## config.mk

```make
export PLATFORM = sky130hd
export DESIGN_NAME = clock_source_host
export DESIGN_NICKNAME = d
export VERILOG_FILES = /design/src/include/clk_sel_pkg.sv /design/src/design/wb_cmd_regs.sv /design/src/design/dev_access.sv /design/src/design/clock_source_host.sv
export SDC_FILE = /design/constraint.sdc
export NUM_CORES = 1
export LEC_CHECK = 0
export BUFFER_PORTS_ARGS = -buffer_cell sky130_fd_sc_hd__buf_2
export CELL_PAD_IN_SITES_DETAIL_PLACEMENT = 0
export CELL_PAD_IN_SITES_GLOBAL_PLACEMENT = 1
export CORE_UTILIZATION = 45
export DETAILED_ROUTE_END_ITERATION = 10
export PLACE_DENSITY_LB_ADDON = 0.12
export RECOVER_POWER = 25
export SLEW_MARGIN = 25
export SYNTH_ARGS = -nofsm -noshare
export SYNTH_HDL_FRONTEND = slang
export SYNTH_SLANG_ARGS = --single-unit
```

## constraint.sdc

```tcl
create_clock -name clk -period 6.5 [get_ports clk]
set_input_delay 0.65 -clock clk [delete_from_list [all_inputs] [get_ports clk]]
set_output_delay 0.65 -clock clk [all_outputs]
set_load 0.01 [all_outputs]
```

## src/include/clk_sel_pkg.sv

```systemverilog
// constants, command codes and device register map for the clock host
// How it works
// RQ1: wait until stabilization-done reads 1 before using the main oscillator.
// RQ2: after clearing subclock-select, poll cpu-on-subclock status until it reads 0.
// RQ3: change subclock-select by read-modify-write, keeping the three divider bits.
// RQ4: main-clock users are enabled only after stabilization has finished.
// RQ5: internal oscillator mode register is 8 bits and resets to 80H.
// RQ6: hs_osc_running reads 1 while the 8 MHz oscillator runs.
// RQ7: hs_osc_stop 0 keeps the high-speed oscillator running, 1 stops it.
// RQ8: ls_osc_stop 0 keeps the 240 kHz oscillator running, 1 stops it.
// RQ9: never stop an internal oscillator the CPU currently runs from.
// RQ10: fall-back forces the low-speed oscillator on; its stop bit still reads 1.
// RQ11: main clock mode register resets 00H; write only right after unlock write.
// RQ12: main_source_status reads 0 on internal oscillator, 1 on external.
// RQ13: main_source_select 0 picks internal 8 MHz, 1 picks external oscillator.
// RQ14: change main_source_select only in clock-through mode, never on subclock.
// RQ15: never write main clock mode while the chosen oscillator is unstable.
// RQ16: during low-speed fall-back never set main_source_select to 1.
// RQ17: cpu clock status resets 00H; fall-back flag 1 means 240 kHz operation.
// RQ18: watchdog overflow during stabilization sets fall-back; status reads 01H.
// RQ19: prog_out_enable 0 holds the pin low, 1 drives the divided clock.
// RQ20: two-bit divider field selects divide by 4, 8, 16 or 32.
// RQ21: set prog_out_enable only while the PLL runs; clear before stopping it.
// RQ22: CPU clock is subclock, else multiplier output, else main source.
// RQ23: cpu_on_subclock_status reads 0 on main clock, 1 on subclock.
// RQ24: low three divider bits pick main clock divided by 1 to 32.
// RQ25: clock multiplexers change over only at clean edges, glitch free.
package clk_sel_pkg;
  // device register indices on the device access port
  localparam logic [3:0] DEV_PCC = 4'h0;
  localparam logic [3:0] DEV_RCM = 4'h1;
  localparam logic [3:0] DEV_MCM = 4'h2;
  localparam logic [3:0] DEV_CPU_CLOCK_STATUS = 4'h3;
  localparam logic [3:0] DEV_PROG_CLOCK_OUT_MODE = 4'h4;
  localparam logic [3:0] DEV_MULTIPLIER_CONTROL = 4'h5;
  localparam logic [3:0] DEV_STABILIZATION_COUNT_STATUS = 4'h7;
  localparam logic [3:0] DEV_UNLOCK = 4'h8;
  // key written to protect_unlock_cmd; value is arbitrary
  localparam logic [7:0] UNLOCK_KEY = 8'hA5;
  // device reset values
  localparam logic [7:0] PCC_RST = 8'h40;
  localparam logic [7:0] RCM_RST = 8'h80;
  localparam logic [7:0] MCM_RST = 8'h00;
  localparam logic [7:0] CPU_CLOCK_STATUS_RST = 8'h00;
  // field positions
  localparam int PCC_MCK = 6;
  localparam int PCC_CLS = 4;
  localparam int PCC_CK3 = 3;
  localparam int RCM_HS_OSC_RUNNING = 7;
  localparam int RCM_HSTOP = 1;
  localparam int RCM_LSTOP = 0;
  localparam int MCM_MCS = 1;
  localparam int MCM_SEL = 0;
  localparam int CPU_CLOCK_STATUS_FB = 0;
  localparam int PROG_CLOCK_OUT_MODE_EN = 4;
  localparam int PLL_ON = 0;
  localparam int PLL_SEL = 1;
  localparam int STABILIZATION_COUNT_STATUS_DONE = 0;
  // gather order: shadow index 0..5
  localparam int NGATHER = 6;
  localparam logic [2:0] SH_PCC = 3'h0;
  localparam logic [2:0] SH_RCM = 3'h1;
  localparam logic [2:0] SH_MCM = 3'h2;
  localparam logic [2:0] SH_CPU_CLOCK_STATUS = 3'h3;
  localparam logic [2:0] SH_PLL = 3'h4;
  localparam logic [2:0] SH_STABILIZATION_COUNT_STATUS = 3'h5;
  // wishbone byte offsets
  localparam logic [7:0] WB_CMD = 8'h00;
  localparam logic [7:0] WB_STAT = 8'h04;
  localparam logic [7:0] WB_SNAP = 8'h08;
  localparam logic [7:0] WB_SNAP2 = 8'h0C;
  // error codes
  localparam logic [3:0] ERR_NONE = 4'h0;
  localparam logic [3:0] ERR_MODE = 4'h1;
  localparam logic [3:0] ERR_FALLBACK = 4'h2;
  localparam logic [3:0] ERR_UNSTABLE = 4'h3;
  localparam logic [3:0] ERR_INUSE = 4'h4;
  localparam logic [3:0] ERR_NOPLL = 4'h5;
  localparam logic [3:0] ERR_BADCMD = 4'h6;
  typedef enum logic [3:0] {
    CMD_MAIN_ON = 4'h1,
    CMD_SEL_SRC = 4'h2,
    CMD_TO_SUB = 4'h3,
    CMD_TO_MAIN = 4'h4,
    CMD_HS_STOP = 4'h5,
    CMD_LS_STOP = 4'h6,
    CMD_PCL_SET = 4'h7
  } cmd_t;
endpackage : clk_sel_pkg

```

## src/design/wb_cmd_regs.sv

```systemverilog
// wishbone classic slave holding the command, status and snapshot words
`timescale 1ns/1ns
module wb_cmd_regs (
  input wire logic clk,
  input wire logic reset,
  input wire logic wb_cyc_i,
  input wire logic wb_stb_i,
  input wire logic wb_we_i,
  input wire logic [7:0] wb_adr_i,
  input wire logic [3:0] wb_sel_i,
  input wire logic [31:0] wb_dat_i,
  output logic [31:0] wb_dat_o,
  output logic wb_ack_o,
  output logic cmdGo,
  output logic [3:0] cmdCode,
  output logic [2:0] cmdArg,
  input wire logic busy,
  input wire logic [15:0] status,
  input wire logic [31:0] snap,
  input wire logic [31:0] snap2
);
  logic take;
  logic [31:0] rdNext;

  assign take = wb_cyc_i & wb_stb_i & ~wb_ack_o;

  always_comb begin
    unique case (wb_adr_i)
      clk_sel_pkg::WB_STAT: rdNext = {15'h0000, busy, status};
      clk_sel_pkg::WB_SNAP: rdNext = snap;
      clk_sel_pkg::WB_SNAP2: rdNext = snap2;
      default: rdNext = 32'h00000000;
    endcase
  end

  always_ff @(posedge clk or posedge reset) begin
    if (reset) begin
      wb_ack_o <= 1'b0;
      wb_dat_o <= 32'h00000000;
    end else begin
      wb_ack_o <= take;
      if (take && !wb_we_i) begin
        wb_dat_o <= rdNext;
      end
    end
  end

  // a command written while busy is dropped; status keeps the old one
  always_ff @(posedge clk or posedge reset) begin
    if (reset) begin
      cmdGo <= 1'b0;
      cmdCode <= 4'h0;
      cmdArg <= 3'h0;
    end else begin
      cmdGo <= 1'b0;
      if (take && wb_we_i && wb_adr_i == clk_sel_pkg::WB_CMD
          && wb_sel_i[1:0] == 2'h3 && !busy) begin
        cmdGo <= 1'b1;
        cmdCode <= wb_dat_i[3:0];
        cmdArg <= wb_dat_i[10:8];
      end
    end
  end
endmodule : wb_cmd_regs

```

## src/design/dev_access.sv

```systemverilog
// four-phase register access to the device over its strobe/ack pins
`timescale 1ns/1ns
module dev_access (
  input wire logic clk,
  input wire logic reset,
  input wire logic go,
  input wire logic wr,
  input wire logic [3:0] addr,
  input wire logic [7:0] data,
  output logic done,
  output logic [7:0] rdData,
  output logic [3:0] devAddr,
  output logic [7:0] devWrData,
  output logic devWrStb,
  output logic devRdStb,
  input wire logic [7:0] devRdData,
  input wire logic devAck
);
  logic ackMeta;
  logic ackSync;
  logic [7:0] rdMeta;
  logic [7:0] rdSync;
  logic waitLow;

  always_ff @(posedge clk or posedge reset) begin
    if (reset) begin
      ackMeta <= 1'b0;
      ackSync <= 1'b0;
      rdMeta <= 8'h00;
      rdSync <= 8'h00;
    end else begin
      ackMeta <= devAck;
      ackSync <= ackMeta;
      rdMeta <= devRdData;
      rdSync <= rdMeta;
    end
  end

  always_ff @(posedge clk or posedge reset) begin
    if (reset) begin
      devAddr <= 4'h0;
      devWrData <= 8'h00;
      devWrStb <= 1'b0;
      devRdStb <= 1'b0;
      waitLow <= 1'b0;
      done <= 1'b0;
      rdData <= 8'h00;
    end else begin
      done <= 1'b0;
      if (go && !devWrStb && !devRdStb && !waitLow) begin
        devAddr <= addr;
        devWrData <= data;
        devWrStb <= wr;
        devRdStb <= ~wr;
      end else if ((devWrStb || devRdStb) && ackSync) begin
        rdData <= rdSync;
        devWrStb <= 1'b0;
        devRdStb <= 1'b0;
        waitLow <= 1'b1;
      end else if (waitLow && !ackSync) begin
        waitLow <= 1'b0;
        done <= 1'b1;
      end
    end
  end
endmodule : dev_access

```

## src/design/clock_source_host.sv

```systemverilog
// host sequencer driving the clock source selector through its registers
//
// Our own choices: the register offsets and the Wishbone interface to the registers.
`timescale 1ns/1ns
module clock_source_host (
  input wire logic clk,
  input wire logic reset,
  input wire logic wb_cyc_i,
  input wire logic wb_stb_i,
  input wire logic wb_we_i,
  input wire logic [7:0] wb_adr_i,
  input wire logic [3:0] wb_sel_i,
  input wire logic [31:0] wb_dat_i,
  output logic [31:0] wb_dat_o,
  output logic wb_ack_o,
  output logic [3:0] devAddr,
  output logic [7:0] devWrData,
  output logic devWrStb,
  output logic devRdStb,
  input wire logic [7:0] devRdData,
  input wire logic devAck
);
  typedef enum logic [2:0] {
    ST_IDLE = 3'b000,
    ST_GATHER = 3'b001,
    ST_CHECK = 3'b010,
    ST_UNLOCK = 3'b011,
    ST_WRITE = 3'b100,
    ST_POLL = 3'b101,
    ST_DONE = 3'b110
  } state_t;

  state_t state_reg;
  state_t state_next;
  logic cmdGo;
  logic [3:0] cmdCode;
  logic [2:0] cmdArg;
  logic [3:0] code_reg;
  logic [2:0] arg_reg;
  logic [2:0] gIdx_reg;
  logic [7:0] shadow_reg [0:5];
  logic [7:0] prog_clock_out_mode_reg;
  logic issued_reg;
  logic devGo;
  logic devWr;
  logic [3:0] devSel;
  logic [7:0] devData;
  logic devDone;
  logic [7:0] devRd;
  logic [3:0] err_reg;
  logic refused_reg;
  logic [7:0] lastRead_reg;
  logic lastUnlock_reg;
  logic busy;

  // decisions taken from the gathered shadows
  logic refuse;
  logic [3:0] errCode;
  logic [3:0] tgtAddr;
  logic [7:0] wrVal;
  logic needUnlock;
  logic [3:0] pollAddr;
  logic [7:0] pollMask;
  logic [7:0] pollVal;

  logic [7:0] processor_clock_control;
  logic [7:0] internal_osc_mode;
  logic [7:0] main_clock_mode;
  logic [7:0] cpu_clock_status;
  logic [7:0] pll;
  logic [7:0] stabilization_count_status;
  logic stable;
  logic onHs;
  logic pollOk;

  assign processor_clock_control = shadow_reg[clk_sel_pkg::SH_PCC];
  assign internal_osc_mode = shadow_reg[clk_sel_pkg::SH_RCM];
  assign main_clock_mode = shadow_reg[clk_sel_pkg::SH_MCM];
  assign cpu_clock_status = shadow_reg[clk_sel_pkg::SH_CPU_CLOCK_STATUS];
  assign pll = shadow_reg[clk_sel_pkg::SH_PLL];
  assign stabilization_count_status = shadow_reg[clk_sel_pkg::SH_STABILIZATION_COUNT_STATUS];
  assign stable = stabilization_count_status[clk_sel_pkg::STABILIZATION_COUNT_STATUS_DONE];
  // CPU on the 8 MHz internal source: main clock, internal, no fall-back
  assign onHs = !processor_clock_control[clk_sel_pkg::PCC_CK3] && !main_clock_mode[clk_sel_pkg::MCM_MCS]
                && !cpu_clock_status[clk_sel_pkg::CPU_CLOCK_STATUS_FB]; // RQ22
  assign busy = state_reg != ST_IDLE;
  assign pollOk = (devRd & pollMask) == pollVal;

  wb_cmd_regs u_regs (
    .clk(clk),
    .reset(reset),
    .wb_cyc_i(wb_cyc_i),
    .wb_stb_i(wb_stb_i),
    .wb_we_i(wb_we_i),
    .wb_adr_i(wb_adr_i),
    .wb_sel_i(wb_sel_i),
    .wb_dat_i(wb_dat_i),
    .wb_dat_o(wb_dat_o),
    .wb_ack_o(wb_ack_o),
    .cmdGo(cmdGo),
    .cmdCode(cmdCode),
    .cmdArg(cmdArg),
    .busy(busy),
    .status({4'h0, code_reg, err_reg, 3'h0, refused_reg}),
    .snap({cpu_clock_status, main_clock_mode, internal_osc_mode, processor_clock_control}),
    .snap2({8'h00, prog_clock_out_mode_reg, stabilization_count_status, pll})
  );

  dev_access u_dev (
    .clk(clk),
    .reset(reset),
    .go(devGo),
    .wr(devWr),
    .addr(devSel),
    .data(devData),
    .done(devDone),
    .rdData(devRd),
    .devAddr(devAddr),
    .devWrData(devWrData),
    .devWrStb(devWrStb),
    .devRdStb(devRdStb),
    .devRdData(devRdData),
    .devAck(devAck)
  );

  always_comb begin
    refuse = 1'b0;
    errCode = clk_sel_pkg::ERR_NONE;
    tgtAddr = clk_sel_pkg::DEV_PCC;
    wrVal = processor_clock_control;
    needUnlock = 1'b0;
    pollAddr = clk_sel_pkg::DEV_PCC;
    pollMask = 8'h00;
    pollVal = 8'h00;
    unique case (code_reg)
      clk_sel_pkg::CMD_MAIN_ON: begin
        wrVal = processor_clock_control & ~(8'h01 << clk_sel_pkg::PCC_MCK);
        needUnlock = 1'b1;
        // done only once stabilization has elapsed
        pollAddr = clk_sel_pkg::DEV_STABILIZATION_COUNT_STATUS; // RQ1
        pollMask = 8'h01 << clk_sel_pkg::STABILIZATION_COUNT_STATUS_DONE;
        pollVal = pollMask;
      end
      clk_sel_pkg::CMD_SEL_SRC: begin
        tgtAddr = clk_sel_pkg::DEV_MCM;
        wrVal = (main_clock_mode & ~(8'h01 << clk_sel_pkg::MCM_SEL))
                | {7'h00, arg_reg[0]}; // RQ13
        needUnlock = 1'b1; // RQ11
        pollAddr = clk_sel_pkg::DEV_MCM;
        pollMask = 8'h01 << clk_sel_pkg::MCM_MCS;
        pollVal = arg_reg[0] ? pollMask : 8'h00; // RQ12
        if (pll[clk_sel_pkg::PLL_SEL] || processor_clock_control[clk_sel_pkg::PCC_CK3]) begin
          refuse = 1'b1; // RQ14
          errCode = clk_sel_pkg::ERR_MODE;
        end else if (arg_reg[0] && cpu_clock_status[clk_sel_pkg::CPU_CLOCK_STATUS_FB]) begin
          refuse = 1'b1; // RQ16
          errCode = clk_sel_pkg::ERR_FALLBACK;
        end else if (arg_reg[0] ? !stable
                     : !internal_osc_mode[clk_sel_pkg::RCM_HS_OSC_RUNNING]) begin
          refuse = 1'b1; // RQ15
          errCode = clk_sel_pkg::ERR_UNSTABLE;
        end
      end
      clk_sel_pkg::CMD_TO_SUB: begin
        // only bit 3 changes, divider bits ride through
        wrVal = processor_clock_control | (8'h01 << clk_sel_pkg::PCC_CK3); // RQ3 RQ24
        needUnlock = 1'b1;
        pollMask = 8'h01 << clk_sel_pkg::PCC_CLS; // RQ23
        pollVal = pollMask;
        if (!main_clock_mode[clk_sel_pkg::MCM_MCS]) begin
          refuse = 1'b1;
          errCode = clk_sel_pkg::ERR_MODE;
        end
      end
      clk_sel_pkg::CMD_TO_MAIN: begin
        wrVal = processor_clock_control & ~(8'h01 << clk_sel_pkg::PCC_CK3); // RQ3
        needUnlock = 1'b1;
        // wait for the switch instead of assuming a subclock period
        pollMask = 8'h01 << clk_sel_pkg::PCC_CLS; // RQ2 RQ25
        pollVal = 8'h00;
        if (!stable) begin
          refuse = 1'b1; // RQ4
          errCode = clk_sel_pkg::ERR_UNSTABLE;
        end
      end
      clk_sel_pkg::CMD_HS_STOP: begin
        tgtAddr = clk_sel_pkg::DEV_RCM;
        wrVal = (internal_osc_mode & ~(8'h01 << clk_sel_pkg::RCM_HSTOP))
                | ({7'h00, arg_reg[0]} << clk_sel_pkg::RCM_HSTOP); // RQ7
        pollAddr = clk_sel_pkg::DEV_RCM;
        pollMask = 8'h01 << clk_sel_pkg::RCM_HS_OSC_RUNNING; // RQ6
        pollVal = arg_reg[0] ? 8'h00 : pollMask;
        if (arg_reg[0] && onHs) begin
          refuse = 1'b1; // RQ9
          errCode = clk_sel_pkg::ERR_INUSE;
        end
      end
      clk_sel_pkg::CMD_LS_STOP: begin
        tgtAddr = clk_sel_pkg::DEV_RCM;
        // no poll: under fall-back the stop bit reads 1 yet it runs
        wrVal = (internal_osc_mode & ~(8'h01 << clk_sel_pkg::RCM_LSTOP))
                | {7'h00, arg_reg[0]}; // RQ8 RQ10
        if (arg_reg[0] && cpu_clock_status[clk_sel_pkg::CPU_CLOCK_STATUS_FB]) begin
          refuse = 1'b1; // RQ9
          errCode = clk_sel_pkg::ERR_INUSE;
        end
      end
      clk_sel_pkg::CMD_PCL_SET: begin
        tgtAddr = clk_sel_pkg::DEV_PROG_CLOCK_OUT_MODE;
        wrVal = ({7'h00, arg_reg[2]} << clk_sel_pkg::PROG_CLOCK_OUT_MODE_EN)
                | {6'h00, arg_reg[1:0]}; // RQ19 RQ20
        if (arg_reg[2] && !pll[clk_sel_pkg::PLL_ON]) begin
          refuse = 1'b1; // RQ21
          errCode = clk_sel_pkg::ERR_NOPLL;
        end
      end
      default: begin
        refuse = 1'b1;
        errCode = clk_sel_pkg::ERR_BADCMD;
      end
    endcase
  end

  // device access request for the current state
  always_comb begin
    devGo = 1'b0;
    devWr = 1'b0;
    devSel = clk_sel_pkg::DEV_PCC;
    devData = 8'h00;
    unique case (state_reg)
      ST_GATHER: begin
        devGo = !issued_reg;
        unique case (gIdx_reg)
          clk_sel_pkg::SH_RCM: devSel = clk_sel_pkg::DEV_RCM;
          clk_sel_pkg::SH_MCM: devSel = clk_sel_pkg::DEV_MCM;
          clk_sel_pkg::SH_CPU_CLOCK_STATUS: devSel = clk_sel_pkg::DEV_CPU_CLOCK_STATUS;
          clk_sel_pkg::SH_PLL: devSel = clk_sel_pkg::DEV_MULTIPLIER_CONTROL;
          clk_sel_pkg::SH_STABILIZATION_COUNT_STATUS: devSel = clk_sel_pkg::DEV_STABILIZATION_COUNT_STATUS;
          default: devSel = clk_sel_pkg::DEV_PCC;
        endcase
      end
      ST_UNLOCK: begin
        devGo = !issued_reg;
        devWr = 1'b1;
        devSel = clk_sel_pkg::DEV_UNLOCK;
        devData = clk_sel_pkg::UNLOCK_KEY;
      end
      ST_WRITE: begin
        devGo = !issued_reg;
        devWr = 1'b1;
        devSel = tgtAddr;
        devData = wrVal;
      end
      ST_POLL: begin
        devGo = !issued_reg;
        devSel = pollAddr;
      end
      default: begin
        devGo = 1'b0;
      end
    endcase
  end

  always_comb begin
    state_next = state_reg;
    unique case (state_reg)
      ST_IDLE: begin
        if (cmdGo) begin
          state_next = ST_GATHER;
        end
      end
      ST_GATHER: begin
        if (devDone && gIdx_reg == 3'(clk_sel_pkg::NGATHER - 1)) begin
          state_next = ST_CHECK;
        end
      end
      ST_CHECK: begin
        if (refuse) begin
          state_next = ST_DONE;
        end else if (needUnlock) begin
          state_next = ST_UNLOCK;
        end else begin
          state_next = ST_WRITE;
        end
      end
      ST_UNLOCK: begin
        if (devDone) begin
          state_next = ST_WRITE; // RQ11
        end
      end
      ST_WRITE: begin
        if (devDone) begin
          state_next = (pollMask == 8'h00) ? ST_DONE : ST_POLL;
        end
      end
      ST_POLL: begin
        if (devDone && pollOk) begin
          state_next = ST_DONE;
        end
      end
      ST_DONE: begin
        state_next = ST_IDLE;
      end
      default: begin
        state_next = ST_IDLE;
      end
    endcase
  end

  always_ff @(posedge clk or posedge reset) begin
    if (reset) begin
      state_reg <= ST_IDLE;
    end else begin
      state_reg <= state_next;
    end
  end

  always_ff @(posedge clk or posedge reset) begin
    if (reset) begin
      issued_reg <= 1'b0;
    end else if (devDone) begin
      issued_reg <= 1'b0;
    end else if (devGo) begin
      issued_reg <= 1'b1;
    end
  end

  always_ff @(posedge clk or posedge reset) begin
    if (reset) begin
      gIdx_reg <= 3'h0;
    end else if (state_reg == ST_IDLE) begin
      gIdx_reg <= 3'h0;
    end else if (state_reg == ST_GATHER && devDone) begin
      gIdx_reg <= gIdx_reg + 3'h1;
    end
  end

  always_ff @(posedge clk or posedge reset) begin
    if (reset) begin
      code_reg <= 4'h0;
      arg_reg <= 3'h0;
    end else if (state_reg == ST_IDLE && cmdGo) begin
      code_reg <= cmdCode;
      arg_reg <= cmdArg;
    end
  end

  // shadow copies start at the device reset values
  always_ff @(posedge clk or posedge reset) begin
    if (reset) begin
      shadow_reg[clk_sel_pkg::SH_PCC] <= clk_sel_pkg::PCC_RST;
      shadow_reg[clk_sel_pkg::SH_RCM] <= clk_sel_pkg::RCM_RST; // RQ5
      shadow_reg[clk_sel_pkg::SH_MCM] <= clk_sel_pkg::MCM_RST;
      shadow_reg[clk_sel_pkg::SH_CPU_CLOCK_STATUS] <= clk_sel_pkg::CPU_CLOCK_STATUS_RST; // RQ17
      shadow_reg[clk_sel_pkg::SH_PLL] <= 8'h00;
      shadow_reg[clk_sel_pkg::SH_STABILIZATION_COUNT_STATUS] <= 8'h00;
    end else if (state_reg == ST_GATHER && devDone) begin
      shadow_reg[gIdx_reg] <= devRd; // RQ18
    end
  end

  always_ff @(posedge clk or posedge reset) begin
    if (reset) begin
      prog_clock_out_mode_reg <= 8'h00;
    end else if (state_reg == ST_WRITE && devDone
                 && tgtAddr == clk_sel_pkg::DEV_PROG_CLOCK_OUT_MODE) begin
      prog_clock_out_mode_reg <= wrVal;
    end
  end

  always_ff @(posedge clk or posedge reset) begin
    if (reset) begin
      err_reg <= clk_sel_pkg::ERR_NONE;
      refused_reg <= 1'b0;
    end else if (state_reg == ST_CHECK) begin
      err_reg <= errCode;
      refused_reg <= refuse;
    end
  end

  // helpers watched by the checks below
  always_ff @(posedge clk or posedge reset) begin
    if (reset) begin
      lastUnlock_reg <= 1'b0;
      lastRead_reg <= 8'h00;
    end else if (devDone) begin
      lastUnlock_reg <= state_reg == ST_UNLOCK;
      lastRead_reg <= devRd;
    end
  end

  unlock_before_write_a: assert property ( // RQ11
    @(posedge clk) disable iff (reset)
    $rose(devWrStb) && (devAddr == clk_sel_pkg::DEV_MCM
      || devAddr == clk_sel_pkg::DEV_PCC) |-> lastUnlock_reg)
    else $error("protected write without unlock just before");

  divider_bits_kept_a: assert property ( // RQ3
    @(posedge clk) disable iff (reset)
    $rose(devWrStb) && devAddr == clk_sel_pkg::DEV_PCC
    |-> devWrData[2:0] == processor_clock_control[2:0])
    else $error("divider select bits changed by clock switch");

  source_mode_guard_a: assert property ( // RQ14
    @(posedge clk) disable iff (reset)
    $rose(devWrStb) && devAddr == clk_sel_pkg::DEV_MCM
    |-> !pll[clk_sel_pkg::PLL_SEL] && !processor_clock_control[clk_sel_pkg::PCC_CK3])
    else $error("source select written outside clock-through");

  fallback_source_guard_a: assert property ( // RQ16
    @(posedge clk) disable iff (reset)
    $rose(devWrStb) && devAddr == clk_sel_pkg::DEV_MCM
    && devWrData[clk_sel_pkg::MCM_SEL] |-> !cpu_clock_status[clk_sel_pkg::CPU_CLOCK_STATUS_FB])
    else $error("external source selected during fall-back");

  stable_source_guard_a: assert property ( // RQ15
    @(posedge clk) disable iff (reset)
    $rose(devWrStb) && devAddr == clk_sel_pkg::DEV_MCM
    |-> (devWrData[clk_sel_pkg::MCM_SEL] ? stable
         : internal_osc_mode[clk_sel_pkg::RCM_HS_OSC_RUNNING]))
    else $error("source selected before it stabilized");

  hs_stop_guard_a: assert property ( // RQ9
    @(posedge clk) disable iff (reset)
    $rose(devWrStb) && code_reg == clk_sel_pkg::CMD_HS_STOP
    && devWrData[clk_sel_pkg::RCM_HSTOP] |-> !onHs)
    else $error("high-speed oscillator stopped while in use");

  ls_stop_guard_a: assert property ( // RQ9
    @(posedge clk) disable iff (reset)
    $rose(devWrStb) && code_reg == clk_sel_pkg::CMD_LS_STOP
    && devWrData[clk_sel_pkg::RCM_LSTOP] |-> !cpu_clock_status[clk_sel_pkg::CPU_CLOCK_STATUS_FB])
    else $error("low-speed oscillator stopped while in use");

  pcl_pll_guard_a: assert property ( // RQ21
    @(posedge clk) disable iff (reset)
    $rose(devWrStb) && devAddr == clk_sel_pkg::DEV_PROG_CLOCK_OUT_MODE
    && devWrData[clk_sel_pkg::PROG_CLOCK_OUT_MODE_EN] |-> pll[clk_sel_pkg::PLL_ON])
    else $error("clock output enabled without PLL running");

  main_on_done_a: assert property ( // RQ1
    @(posedge clk) disable iff (reset)
    state_reg == ST_DONE && code_reg == clk_sel_pkg::CMD_MAIN_ON
    && !refused_reg |-> lastRead_reg[clk_sel_pkg::STABILIZATION_COUNT_STATUS_DONE])
    else $error("main oscillator reported ready before stabilization");

  to_main_stable_a: assert property ( // RQ4
    @(posedge clk) disable iff (reset)
    state_reg == ST_CHECK && code_reg == clk_sel_pkg::CMD_TO_MAIN
    && !stable |=> state_reg == ST_DONE ##1 state_reg == ST_IDLE)
    else $error("switch to main clock before stabilization");

  to_main_confirm_a: assert property ( // RQ2
    @(posedge clk) disable iff (reset)
    state_reg == ST_DONE && code_reg == clk_sel_pkg::CMD_TO_MAIN
    && !refused_reg |-> !lastRead_reg[clk_sel_pkg::PCC_CLS])
    else $error("main clock switch not confirmed by status");

  bus_ack_pulse_a: assert property (
    @(posedge clk) disable iff (reset)
    wb_ack_o |=> !wb_ack_o)
    else $error("bus acknowledge held longer than one cycle");
endmodule : clock_source_host

```

==> impl_metrics.py, run 1 <==
metrics = {
    "status": {
        "status": "finished, violations left",
        "violations": "capacitance limit, slew limit",
    },
    "place": {
        "portBuffers": 77,
        "dp_slack_ns": 3.28,
        "place.gp.congestion": 0.870,
        "hpwlAfterDp_mm": 11.8,
    },
    "synth": {
        "async_flop_share_pct": 100,
        "yosys_register_bits": 157,
        "synth_fa_ha_area_share_pct": 0.358,
        "yosys_most_used_dff": "dfrtp_1",
        "synth_cell_types": 73,
        "syn_inst": 609,
        "synth_area_leaders": "dfrtp_1 55%, mux2_2 13%, o21ai_0 4.0%",
        "synthXorXnorAreaFrac_pct": 0.626,
        "synth_area_mm2": 0.00699,
        "synth_area_per_cell_um2": 11.5,
        "yosys.area.top_type": "dfrtp_1",
        "synthMuxAreaShare_pct": 13.1,
        "synth_edf_count": 0,
        "synth_compound_area_share_pct": 14.1,
        "yosysWarningCount": 0,
        "syn-num-nets": 669,
        "synth_top_family_by_area": "compound AO/OA/AOI/OAI gates",
        "synthSimpleGateAreaFrac_pct": 12.4,
        "yosysSeqAreaShare_pct": 56.2,
        "synth_top_area_share_pct": 55.5,
    },
    "flow_run": {
        "max_cap_violations": 1,
    },
    "global_routing": {
        "grt_overflow_total": 0,
        "grt_pass1_wl_mm": 27.6,
        "antenna_found_initial": 0,
        "grt_max_degree": 105,
        "grt_usage_pct": 23.1,
        "grt_pass1_vias": 4936,
    },
    "setup_path": {
        "worst_ep_required_time_ns": 6.99,
        "crit_fanout": 104,
        "reg2reg_slack_ns": 3.89,
        "reg2reg_depth": 4,
        "crit_chain": "buf_2 > clkinvlp_2 > buf_4",
        "cpMaxStageDelayCell": "clkinvlp_2",
        "cp-end-kind": "async pin",
        "r2r_start": "state_reg[0]$_DFFE_PP0P_",
        "worstSetupPathType": "in2async",
        "timing.rr.end": "internal_osc_mode[3]$_DFFE_PP0P_",
        "crit_path_max_incr_delay_ns": 2.49,
        "crit_arrival_ns": 4.20,
        "start_kind": "primary input",
    },
    "sta": {
        "hold_viol": 0,
        "final_max_slew_viol_count": 105,
        "fin_crit_sh_pct": 57.1,
        "holdWs_ns": 0.333,
        "timing.final.ws_setup_ns": 2.79,
        "setup_tns_ns": 0,
        "worst_pin_slew_ns": 4.49,
        "setup_viol": 0,
        "fin_skew_ns": 0.00803,
        "final.min_clock_period_ns": 3.71,
        "slew_headroom_pct": -201,
        "rsz0062_at_grt": "no",
        "fmax_ghz": 0.269,
    },
    "drt": {
        "finalWirelength_mm": 17.1,
        "via_per_inst": 5.74,
        "post-route-drc-count": 0,
        "dr.pass1.iters": 4,
        "dr.first_iter.drc_count": 341,
        "wl_met3_um": 717,
        "vias": 4996,
        "wl_met2_mm": 8.31,
        "ant_nets": 0,
        "avgRoutedWirePerCell_um": 19.6,
        "top_layer": "met4",
        "m1WireLength_mm": 7.75,
    },
    "cells_and_area": {
        "drive_gt1_share_pct": 30.5,
        "antenna_cells": 0,
        "largest_reg_flops": 32,
        "synthToLayoutAreaGrowth_pct": 15.3,
        "postLayoutCoreUtil_pct": 53.1,
        "fillCellCount": 1397,
        "nets": 730,
        "largest_register": "u_regs.wb_dat_o",
    },
    "power": {
        "power_frac_seq_pct": 48.5,
        "p_comb_share_pct": 3.4,
        "vdd_ir_drop_max_mv": 0.161,
        "p_switching_uw": 449,
        "power_frac_clock_pct": 48.1,
        "internal_power_mw": 1.64,
        "p_sw_share_pct": 21.5,
        "power_leakage_nw": 3.81,
        "pwr_density_cell_mw_per_mm2": 259,
        "p_total_mw": 2.09,
    },
    "floorplanning": {
        "die_y_um": 127,
        "ios": 105,
        "num_rows": 45,
        "core_mm2": 0.0152,
        "start_util_pct": 46.0,
        "die_w_um": 127,
        "dieArea_mm2": 0.0160,
    },
    "cts": {
        "clockBufferDepth": 2,
        "ctsResizeCount": 0,
        "cts_hold_buffers": 0,
        "htreeDepth": 4,
        "numCtsBuffers": 17,
        "ctsRootBufferMaster": "clkbuf_16",
        "cts_tree": "yes",
        "post-cts-setup-buffers": 0,
        "clock-sinks": 157,
        "clk_pin_slew_ns": 0.06,
        "clkLatencyLatePin_ns": 0.42,
    },
    "hold_path": {
        "hold_depth": 1,
        "hold_start": "devAck",
        "holdPathEnd": "u_dev.ackMeta$_DFF_PP0_",
        "holdCritPathClass": "in2reg",
    },
}
==> power by group through the flow <==
stage	Clock, mW	Combinational, mW	Sequential, mW
floorplan	0	0.0429	1.02
global placement	0	0.0708	1.03
detailed placement	0	0.0727	1.03
CTS	1.03	0.0726	1.01
global route	1.07	0.0802	1.01
finish	1.00	0.0702	1.01
==> cell usage in the layout (no fill, tap or decap), types with 4 or more instances in the layout <==
| master | instances |
|---|---|
| inv_1 | 11 |
| nor2b_1 | 16 |
| mux2_2 | 79 |
| nand2_1 | 70 |
| buf_2 | 77 |
| a211oi_1 | 4 |
| clkbuf_16 | 17 |
| a21o_1 | 4 |
| clkinv_2 | 5 |
| nor2_1 | 20 |
| nand2b_1 | 5 |
| a22oi_1 | 29 |
| o21ai_0 | 56 |
| dfrtp_1 | 155 |
| a221o_1 | 4 |
| o21ai_1 | 11 |
| nand3_1 | 4 |
| and3_1 | 4 |
| a31oi_1 | 5 |
| a21oi_1 | 14 |
==> worst max path at each step <==
stage | from | endpoint | slack, ns | cells past startpoint
after CTS | wb_adr_i[3] | u_regs.wb_dat_o[1]$_DFFE_PP0P_ | 3.73 | 5
after floorplan | reset | arg_reg[0]$_DFFE_PP0P_ | 1.62 | 1
final | reset | u_dev.devAddr[1]$_DFFE_PP0P_ | 2.79 | 3
after global placement | wb_adr_i[3] | u_regs.wb_dat_o[20]$_DFFE_PP0P_ | 3.35 | 5
after global routing | reset | issued_reg$_DFFE_PP0P_ | 2.06 | 3
after detailed placement | wb_adr_i[3] | u_regs.wb_dat_o[1]$_DFFE_PP0P_ | 3.28 | 5
==> critical path: cells and delay by family <==
family / cells / cell delay [ns]
buffers and inverters: 3 / 3.47
==> kinds of logic (layout without fill, tap and decap cells) <==
family,count (synthesis),after routing
AOI/OAI and AO/OA,154,154
xor gates and xnor gates,5,5
adders and majority gates,2,2
buffers and inverters,51,124
DFF,157,157
muxes,82,82
and+or+nand+nor,158,158
==> routing by layer <==
layer  up-vias  global-route usage (%)
li1       2333                       -
met1      2501                    31.6
met2       136                    37.2
met3        26                    4.18
met4         0                    7.84
met5         -                       0
==> per-stage QoR <==
stage               cells  cell area [µm²]
global route          870             8070
detailed placement    839             7470
floorplan             609             6990
CTS                   870             8070
global placement      839             7470
finish                870             8070
==> final cells by class <==
cell class | instances | area [µm²] | share of cell area [%]
sequential | 157 | 3930 | 48.7
multi-input combinational | 401 | 2850 | 35.3
clock buffer | 20 | 457 | 5.66
timing repair buffer | 79 | 400 | 4.96
tap | 188 | 235 | 2.92
clock inverter | 11 | 141 | 1.75
inverter | 14 | 53.8 | 0.667
==> synth_stat cells (3+ instances only) <==
cell type and count:
xor2_1 3, a221o_1 4, nand2b_1 5, nor2_1 21, mux2_2 79, o21ai_0 56
nor4_1 3, and3_1 4, o21ai_1 11, nand2_1 70, a21oi_1 14, buf_2 14
clkbuf_1 17, nor4b_1 3, inv_1 12, a31oi_1 5, a211oi_1 4, a21o_1 4
a22oi_1 29, nor3_2 3, mux2i_1 3, nor2b_1 16, dfrtp_1 155, and2_1 3
a32oi_1 3, nand3_1 4, nand4b_1 3
No activity file was read; power rests on OpenSTA's default activity.
==> inputs of run 2 (changes only) <==
ABC_AREA = 1   (was unset)
CORE_UTILIZATION = 38   (was 45)
clock period = 3.4 ns   (was 6.5 ns; I/O delays follow)
==> run 2 against run 1 <==
  * The flow still finishes with violations (capacitance limit, slew limit)
  * Design area increased by 0.36%
  * Via count increased by 9.5%
  * Critical endpoint is now u_regs.wb_dat_o[12]$_DFFE_PP0P_
  * Core utilization shrank 6.4 points
  * Sequential share of layout area down 0.17 points
  * Largest cell class unchanged
  * Combinational power rose to 13 times the previous value
  * Wire length is 6.1% higher
  * Register-to-register slack lost 2.6 ns
  * Critical path type is now reg2reg
  * Non-clock buffer count grew 15
  * Die area increased by 14%
  * Largest power group unchanged
==> impl_metrics.py, run 2 <==
metrics = {
    "cells_and_area": {
        "layout_common_cells": "272 x nand2_1, 155 x dfrtp_1, 77 x buf_2",
        "mostFrequentLayoutCell": "nand2_1",
        "largest_register": "u_regs.wb_dat_o",
        "antenna_cells": 0,
        "nets": 937,
        "drive_gt1_share_pct": 16.5,
        "largest_reg_flops": 32,
        "synthToLayoutAreaGrowth_pct": 19.6,
    },
    "hold_path": {
        "holdCritPathClass": "in2reg",
    },
    "global_routing": {
        "grt_pass1_wl_mm": 28.8,
        "grt_pass1_vias": 5295,
        "grt_usage_pct": 21.3,
        "grt_max_degree": 93,
        "antenna_found_initial": 0,
        "grt_overflow_total": 0,
    },
    "place": {
        "dp_slack_ns": 1.14,
        "hpwlAfterDp_mm": 13.2,
        "portBuffers": 77,
        "place.gp.congestion": 0.924,
    },
    "power": {
        "power_leakage_nw": 4.16,
        "vdd_ir_drop_max_mv": 0.361,
        "pwr_density_cell_mw_per_mm2": 643,
        "p_total_mw": 5.21,
    },
    "setup_path": {
        "crit_chain": "nor2_1 > inv_1 > nor2_2 > clkinv_1 > buf_4 > a21oi_1 > a21o_1",
        "start_kind": "flip-flop",
        "path_delay_family": "buffers and inverters",
        "worst_ep_required_time_ns": 3.77,
        "cp-end-kind": "flip-flop",
        "worstSetupPathType": "reg2reg",
        "cpMaxStageDelayCell": "clkinv_1",
        "crit_fanout": 19,
        "crit_arrival_ns": 2.52,
        "critical_path_buf_inv_count": 3,
        "crit_path_max_incr_delay_ns": 0.50,
    },
    "cts": {
        "numCtsBuffers": 17,
        "clockBufferDepth": 2,
        "clkLatencyLatePin_ns": 0.43,
        "cts_tree": "yes",
        "ctsRootBufferMaster": "clkbuf_16",
        "clk_pin_slew_ns": 0.06,
        "clock-sinks": 157,
        "htreeDepth": 4,
    },
    "synth": {
        "synthMuxAreaShare_pct": 0.166,
        "yosys_most_used_dff": "dfrtp_1",
        "synth_top_family_by_area": "simple AND/OR/NAND/NOR gates",
        "yosysSeqAreaShare_pct": 58.1,
        "yosys.area.top_type": "dfrtp_1",
        "yosysWarningCount": 0,
        "synth_area_leaders": "dfrtp_1 57%, nand2_1 15%, o21ai_0 4.1%",
        "synth.most_common_cell": "nand2_1",
        "syn-num-nets": 844,
        "synth_area_mm2": 0.00677,
        "synthSimpleGateAreaFrac_pct": 24.7,
        "synthXorXnorAreaFrac_pct": 0,
        "synth_cell_types": 37,
        "synth_fa_ha_area_share_pct": 0.370,
        "synth_edf_count": 0,
        "async_flop_share_pct": 100,
        "syn_inst": 784,
        "synth_common_cells": "272 x nand2_1, 155 x dfrtp_1, 65 x nor2_1, 62 x inv_1, 55 x o21ai_0",
        "synth_top_area_share_pct": 57.3,
        "yosys_register_bits": 157,
        "synth_area_per_cell_um2": 8.63,
        "synth_compound_area_share_pct": 11.3,
    },
    "sta": {
        "final.min_clock_period_ns": 2.15,
        "setup_viol": 0,
        "rsz0062_at_grt": "no",
        "slew_headroom_pct": -52.4,
        "setup_tns_ns": 0,
        "holdWs_ns": 0.0166,
        "worst_pin_slew_ns": 2.29,
        "hold_viol": 0,
        "fin_skew_ns": 0.00795,
        "final_max_slew_viol_count": 93,
        "fmax_ghz": 0.464,
        "timing.final.ws_setup_ns": 1.25,
        "fin_crit_sh_pct": 63.4,
    },
    "drt": {
        "via_per_inst": 4.91,
        "dr.pass1.iters": 5,
        "vias": 5470,
        "avgRoutedWirePerCell_um": 16.2,
        "dr.first_iter.drc_count": 363,
        "finalWirelength_mm": 18.1,
        "ant_nets": 0,
        "post-route-drc-count": 0,
    },
    "floorplanning": {
        "die_w_um": 135,
        "dieArea_mm2": 0.0183,
        "die_y_um": 135,
        "ios": 105,
        "num_rows": 48,
        "start_util_pct": 39.0,
        "core_mm2": 0.0174,
    },
    "status": {
        "status": "finished, violations left",
        "violations": "capacitance limit, slew limit",
    },
    "flow_run": {
        "max_cap_violations": 1,
    },
}
[run 2: cell types whose count changed in the layout (fill, tap and decap cells not counted), sizes merged, moves of 7 or more]
cell / delta
buf: +7
mux2: -78
nand3: +37
nand2: +204
o21ai: +12
a22oi: -29
nor2b: -16
a21oi: +18
nor2: +46
nand4: +7
dlygate4sd3: +7
inv: +61
[run 2: cell families (layout without fill, tap and decap cells)]
kind of cell / Yosys count / count (layout)
AO/OA/AOI/OAI: 137 / 137
multiplexers: 1 / 1
buffers and inverters: 89 / 195
adder cells (fa/ha/maj): 2 / 2
AND/OR/NAND/NOR: 398 / 398
flip-flops: 157 / 157
[run 2: path summary, 6_finish.rpt]
kind,startpoint,slack [ns],cells after the start,to
worst max-delay path,u_regs.wb_ack_o$_DFF_PP0_,1.25,7,u_regs.wb_dat_o[12]$_DFFE_PP0P_
worst min-delay path,devRdData[1],0.02,1,u_dev.rdMeta[1]$_DFF_PP0_
worst max register to register,u_regs.wb_ack_o$_DFF_PP0_,1.25,7,u_regs.wb_dat_o[12]$_DFFE_PP0P_
worst min register to register,u_dev.ackMeta$_DFF_PP0_,0.35,0,u_dev.ackSync$_DFF_PP0_
max in group asynchronous,reset,1.28,3,u_regs.wb_dat_o[6]$_DFFE_PP0P_
min in group asynchronous,reset,0.15,3,u_dev.rdSync[6]$_DFF_PP0_
[run 2: what timing repair did]
action                    in CTS  in global routing
buffers inserted               0                  0
hold endpoints to repair       4                  3
resized for setup              0                  0
hold buffers                   4                  3
[run 2: area by class of cell]
class                           count  area [µm²]
Fill cell                        1723        9260
Multi-Input combinational cell    538        2470
Timing Repair Buffer               94         528
Inverter                           69         260
Sequential cell                   157        3930
Clock buffer                       17         425
Tap cell                          225         282
Clock inverter                     15         196
[run 2: per-layer routing]
| layer | vias to the layer above | part of all wire [%] | track usage, % |
|---|---|---|---|
| li1 | 2715 | - | - |
| met1 | 2613 | 49 | 29.7 |
| met2 | 130 | 47 | 34.0 |
| met3 | 12 | 3.3 | 3.18 |
| met4 | 0 | 1.1 | 7.05 |
| met5 | - | 0 | 0 |
[run 2: report_power, final]
| group | internal, mW | switching [mW] |
|---|---|---|
| sequential | 2.09 | 0.171 |
| combinational | 0.270 | 0.665 |
| clock | 1.18 | 0.827 |
[run 2: stage by stage]
| step | instance area (µm²) | util, % | cells |
|---|---|---|---|
| finish | 8090 | 46.6 | 1115 |
| global route | 8090 | 46.6 | 1115 |
| CTS | 8080 | 46.6 | 1112 |
| detailed placement | 7420 | 42.7 | 1076 |
| global placement | 7420 | 42.7 | 1076 |
| floorplan | 6770 | - | 784 |
==> inputs of run 3 (changes only) <==
clock period = 1.75 ns   (was 3.4 ns; I/O delays follow)
==> run 3 against run 2 <==
  * The run now ends clean
  * Global-route usage increased by 1.2 points
  * Clock-buffer cell count unchanged
  * Register-to-register slack got worse by 1.1 ns
  * Power increased by 92%
  * Clock skew increased by 0.00077 ns
  * Maximum frequency increased by 31%
  * Largest cell class unchanged
  * Critical path type unchanged
  * Die area unchanged
  * Non-clock buffer count increased by 73
  * Critical path depth increased by 3
  * Worst hold slack improved by 0.18 ns
  * Critical endpoint is now processor_clock_control[3]$_DFFE_PP0P_
  * Combinational power increased by 130%
==> impl_metrics.py, run 3 (same netlist as run 2, synthesis figures left out) <==
metrics = {
    "floorplanning": {
        "core_mm2": 0.0174,
        "die_y_um": 135,
        "start_util_pct": 39.0,
        "die_w_um": 135,
        "num_rows": 48,
        "dieArea_mm2": 0.0183,
        "ios": 105,
    },
    "drt": {
        "avgRoutedWirePerCell_um": 16.0,
        "post-route-drc-count": 0,
        "dr.pass1.iters": 5,
        "vias": 5760,
        "finalWirelength_mm": 19.0,
        "ant_nets": 0,
        "dr.first_iter.drc_count": 401,
        "via_per_inst": 4.85,
    },
    "cts": {
        "clockBufferDepth": 2,
        "clock-sinks": 157,
        "clk_pin_slew_ns": 0.06,
        "cts_tree": "yes",
        "numCtsBuffers": 17,
        "clkLatencyLatePin_ns": 0.43,
        "post-cts-setup-buffers": 0,
        "ctsRootBufferMaster": "clkbuf_16",
        "htreeDepth": 4,
    },
    "cells_and_area": {
        "antenna_cells": 0,
        "design_area_mm2": 0.00872,
        "synthToLayoutAreaGrowth_pct": 28.9,
        "seq_area_mm2": 0.00394,
        "fillCellCount": 1685,
        "largest_register": "u_regs.wb_dat_o",
        "nets": 1010,
        "mostFrequentLayoutCell": "nand2_1",
        "drive_gt1_share_pct": 23.4,
        "multi_input_area_mm2": 0.00251,
        "layout_common_cells": "269 x nand2_1, 150 x dfrtp_1, 77 x buf_2",
        "largest_reg_flops": 32,
    },
    "setup_path": {
        "r2r_start": "state_reg[1]$_DFFE_PP0P_",
        "worst_ep_required_time_ns": 2.05,
        "worstSetupPathType": "reg2reg",
        "cp-end-kind": "flip-flop",
        "crit_arrival_ns": 1.95,
        "startpoint": "state_reg[1]$_DFFE_PP0P_",
        "start_kind": "flip-flop",
        "crit_fanout": 16,
    },
    "status": {
        "status": "complete, no violations",
    },
    "sta": {
        "setup_viol": 0,
        "fin_skew_ns": 0.00872,
        "hold_viol": 0,
        "timing.final.ws_setup_ns": 0.102,
        "fmax_ghz": 0.607,
        "worst_pin_slew_ns": 1.15,
        "rsz0062_at_grt": "yes",
        "fin_crit_sh_pct": 94.1,
        "final.min_clock_period_ns": 1.65,
        "slew_headroom_pct": 23.5,
        "final_max_slew_viol_count": 0,
    },
    "global_routing": {
        "grt_pass1_vias": 5558,
        "grt_max_degree": 84,
        "grt_usage_pct": 22.5,
        "grt_pass1_wl_mm": 30.5,
        "antenna_found_initial": 0,
        "grt_overflow_total": 0,
    },
    "place": {
        "dp_slack_ns": 0.0389,
        "place.gp.congestion": 0.925,
        "portBuffers": 77,
        "hpwlAfterDp_mm": 14.1,
        "post_dp_cell_area_mm2": 0.00795,
    },
    "flow_run": {
        "max_cap_violations": 0,
    },
    "power": {
        "power_leakage_nw": 4.50,
        "vdd_ir_drop_max_mv": 0.682,
        "pwr_density_cell_mw_per_mm2": 1150,
    },
    "hold_path": {
        "holdCritPathClass": "in2reg",
        "hold_start": "wb_adr_i[2]",
    },
}
run 3: timing repair:
| item | in CTS | in global routing |
|---|---|---|
| resized for setup | 0 | 22 |
| hold endpoints to repair | 172 | 0 |
| endpoints found under the setup margin | 0 | 42 |
| hold buffers | 19 | 0 |
run 3: final timing paths:
check / end / slack (ns) / cells after the start
worst max-delay path: processor_clock_control[3]$_DFFE_PP0P_ / 0.10 / 10
worst min-delay path: u_regs.cmdArg[1]$_DFFE_PP0P_ / 0.20 / 5
worst max register to register: processor_clock_control[3]$_DFFE_PP0P_ / 0.10 / 10
min in group asynchronous: u_dev.rdSync[6]$_DFF_PP0_ / 0.63 / 4
max in group asynchronous: err_reg[1]$_DFFE_PP0N_ / 0.29 / 4
worst min register to register: u_dev.ackSync$_DFF_PP0_ / 0.35 / 0
run 3: critical path: stages, from the launching register on:
cell and delay, ns:
dfrtp_2 0.45, inv_2 0.07, nand2_2 0.06, nor2_4 0.11, inv_2 0.07, nor2_8 0.12
inv_2 0.08, nor2_8 0.14, nand3_4 0.21, nand2_1 0.11, o21ai_1 0.07
run 3: report_power, final:
part	switching [mW]	internal (mW)
combinational	1.39	0.728
clock	1.65	1.86
sequential	0.320	4.08
run 3: cell type report:
type / count / share of cell area [%]
timing repair buffer: 167 / 13.5
clock buffer: 17 / 4.88
inverter: 69 / 2.99
multi-input combinational: 538 / 28.8
sequential: 157 / 45.2
tap: 225 / 3.23
clock inverter: 15 / 1.45
run 3: per-layer routing:
layer	track usage, %	wire, µm
met5	0	0
met2	35.2	8850
met3	4.08	791
met4	7.05	212
met1	31.8	9150
run 3: metrics by stage:
step,utilization (%),hold slack [ns],setup TNS (ns),instances,power [mW]
after floorplan,-,0.206,-63.59,784,5.57
after global placement,45.8,0.283,0,1137,6.50
after detailed placement,45.8,0.284,0,1137,6.54
after CTS,50.1,0.182,0,1188,10.1
after global routing,50.2,0.236,-0.386,1188,10.6
final,50.2,0.199,0,1188,10.0
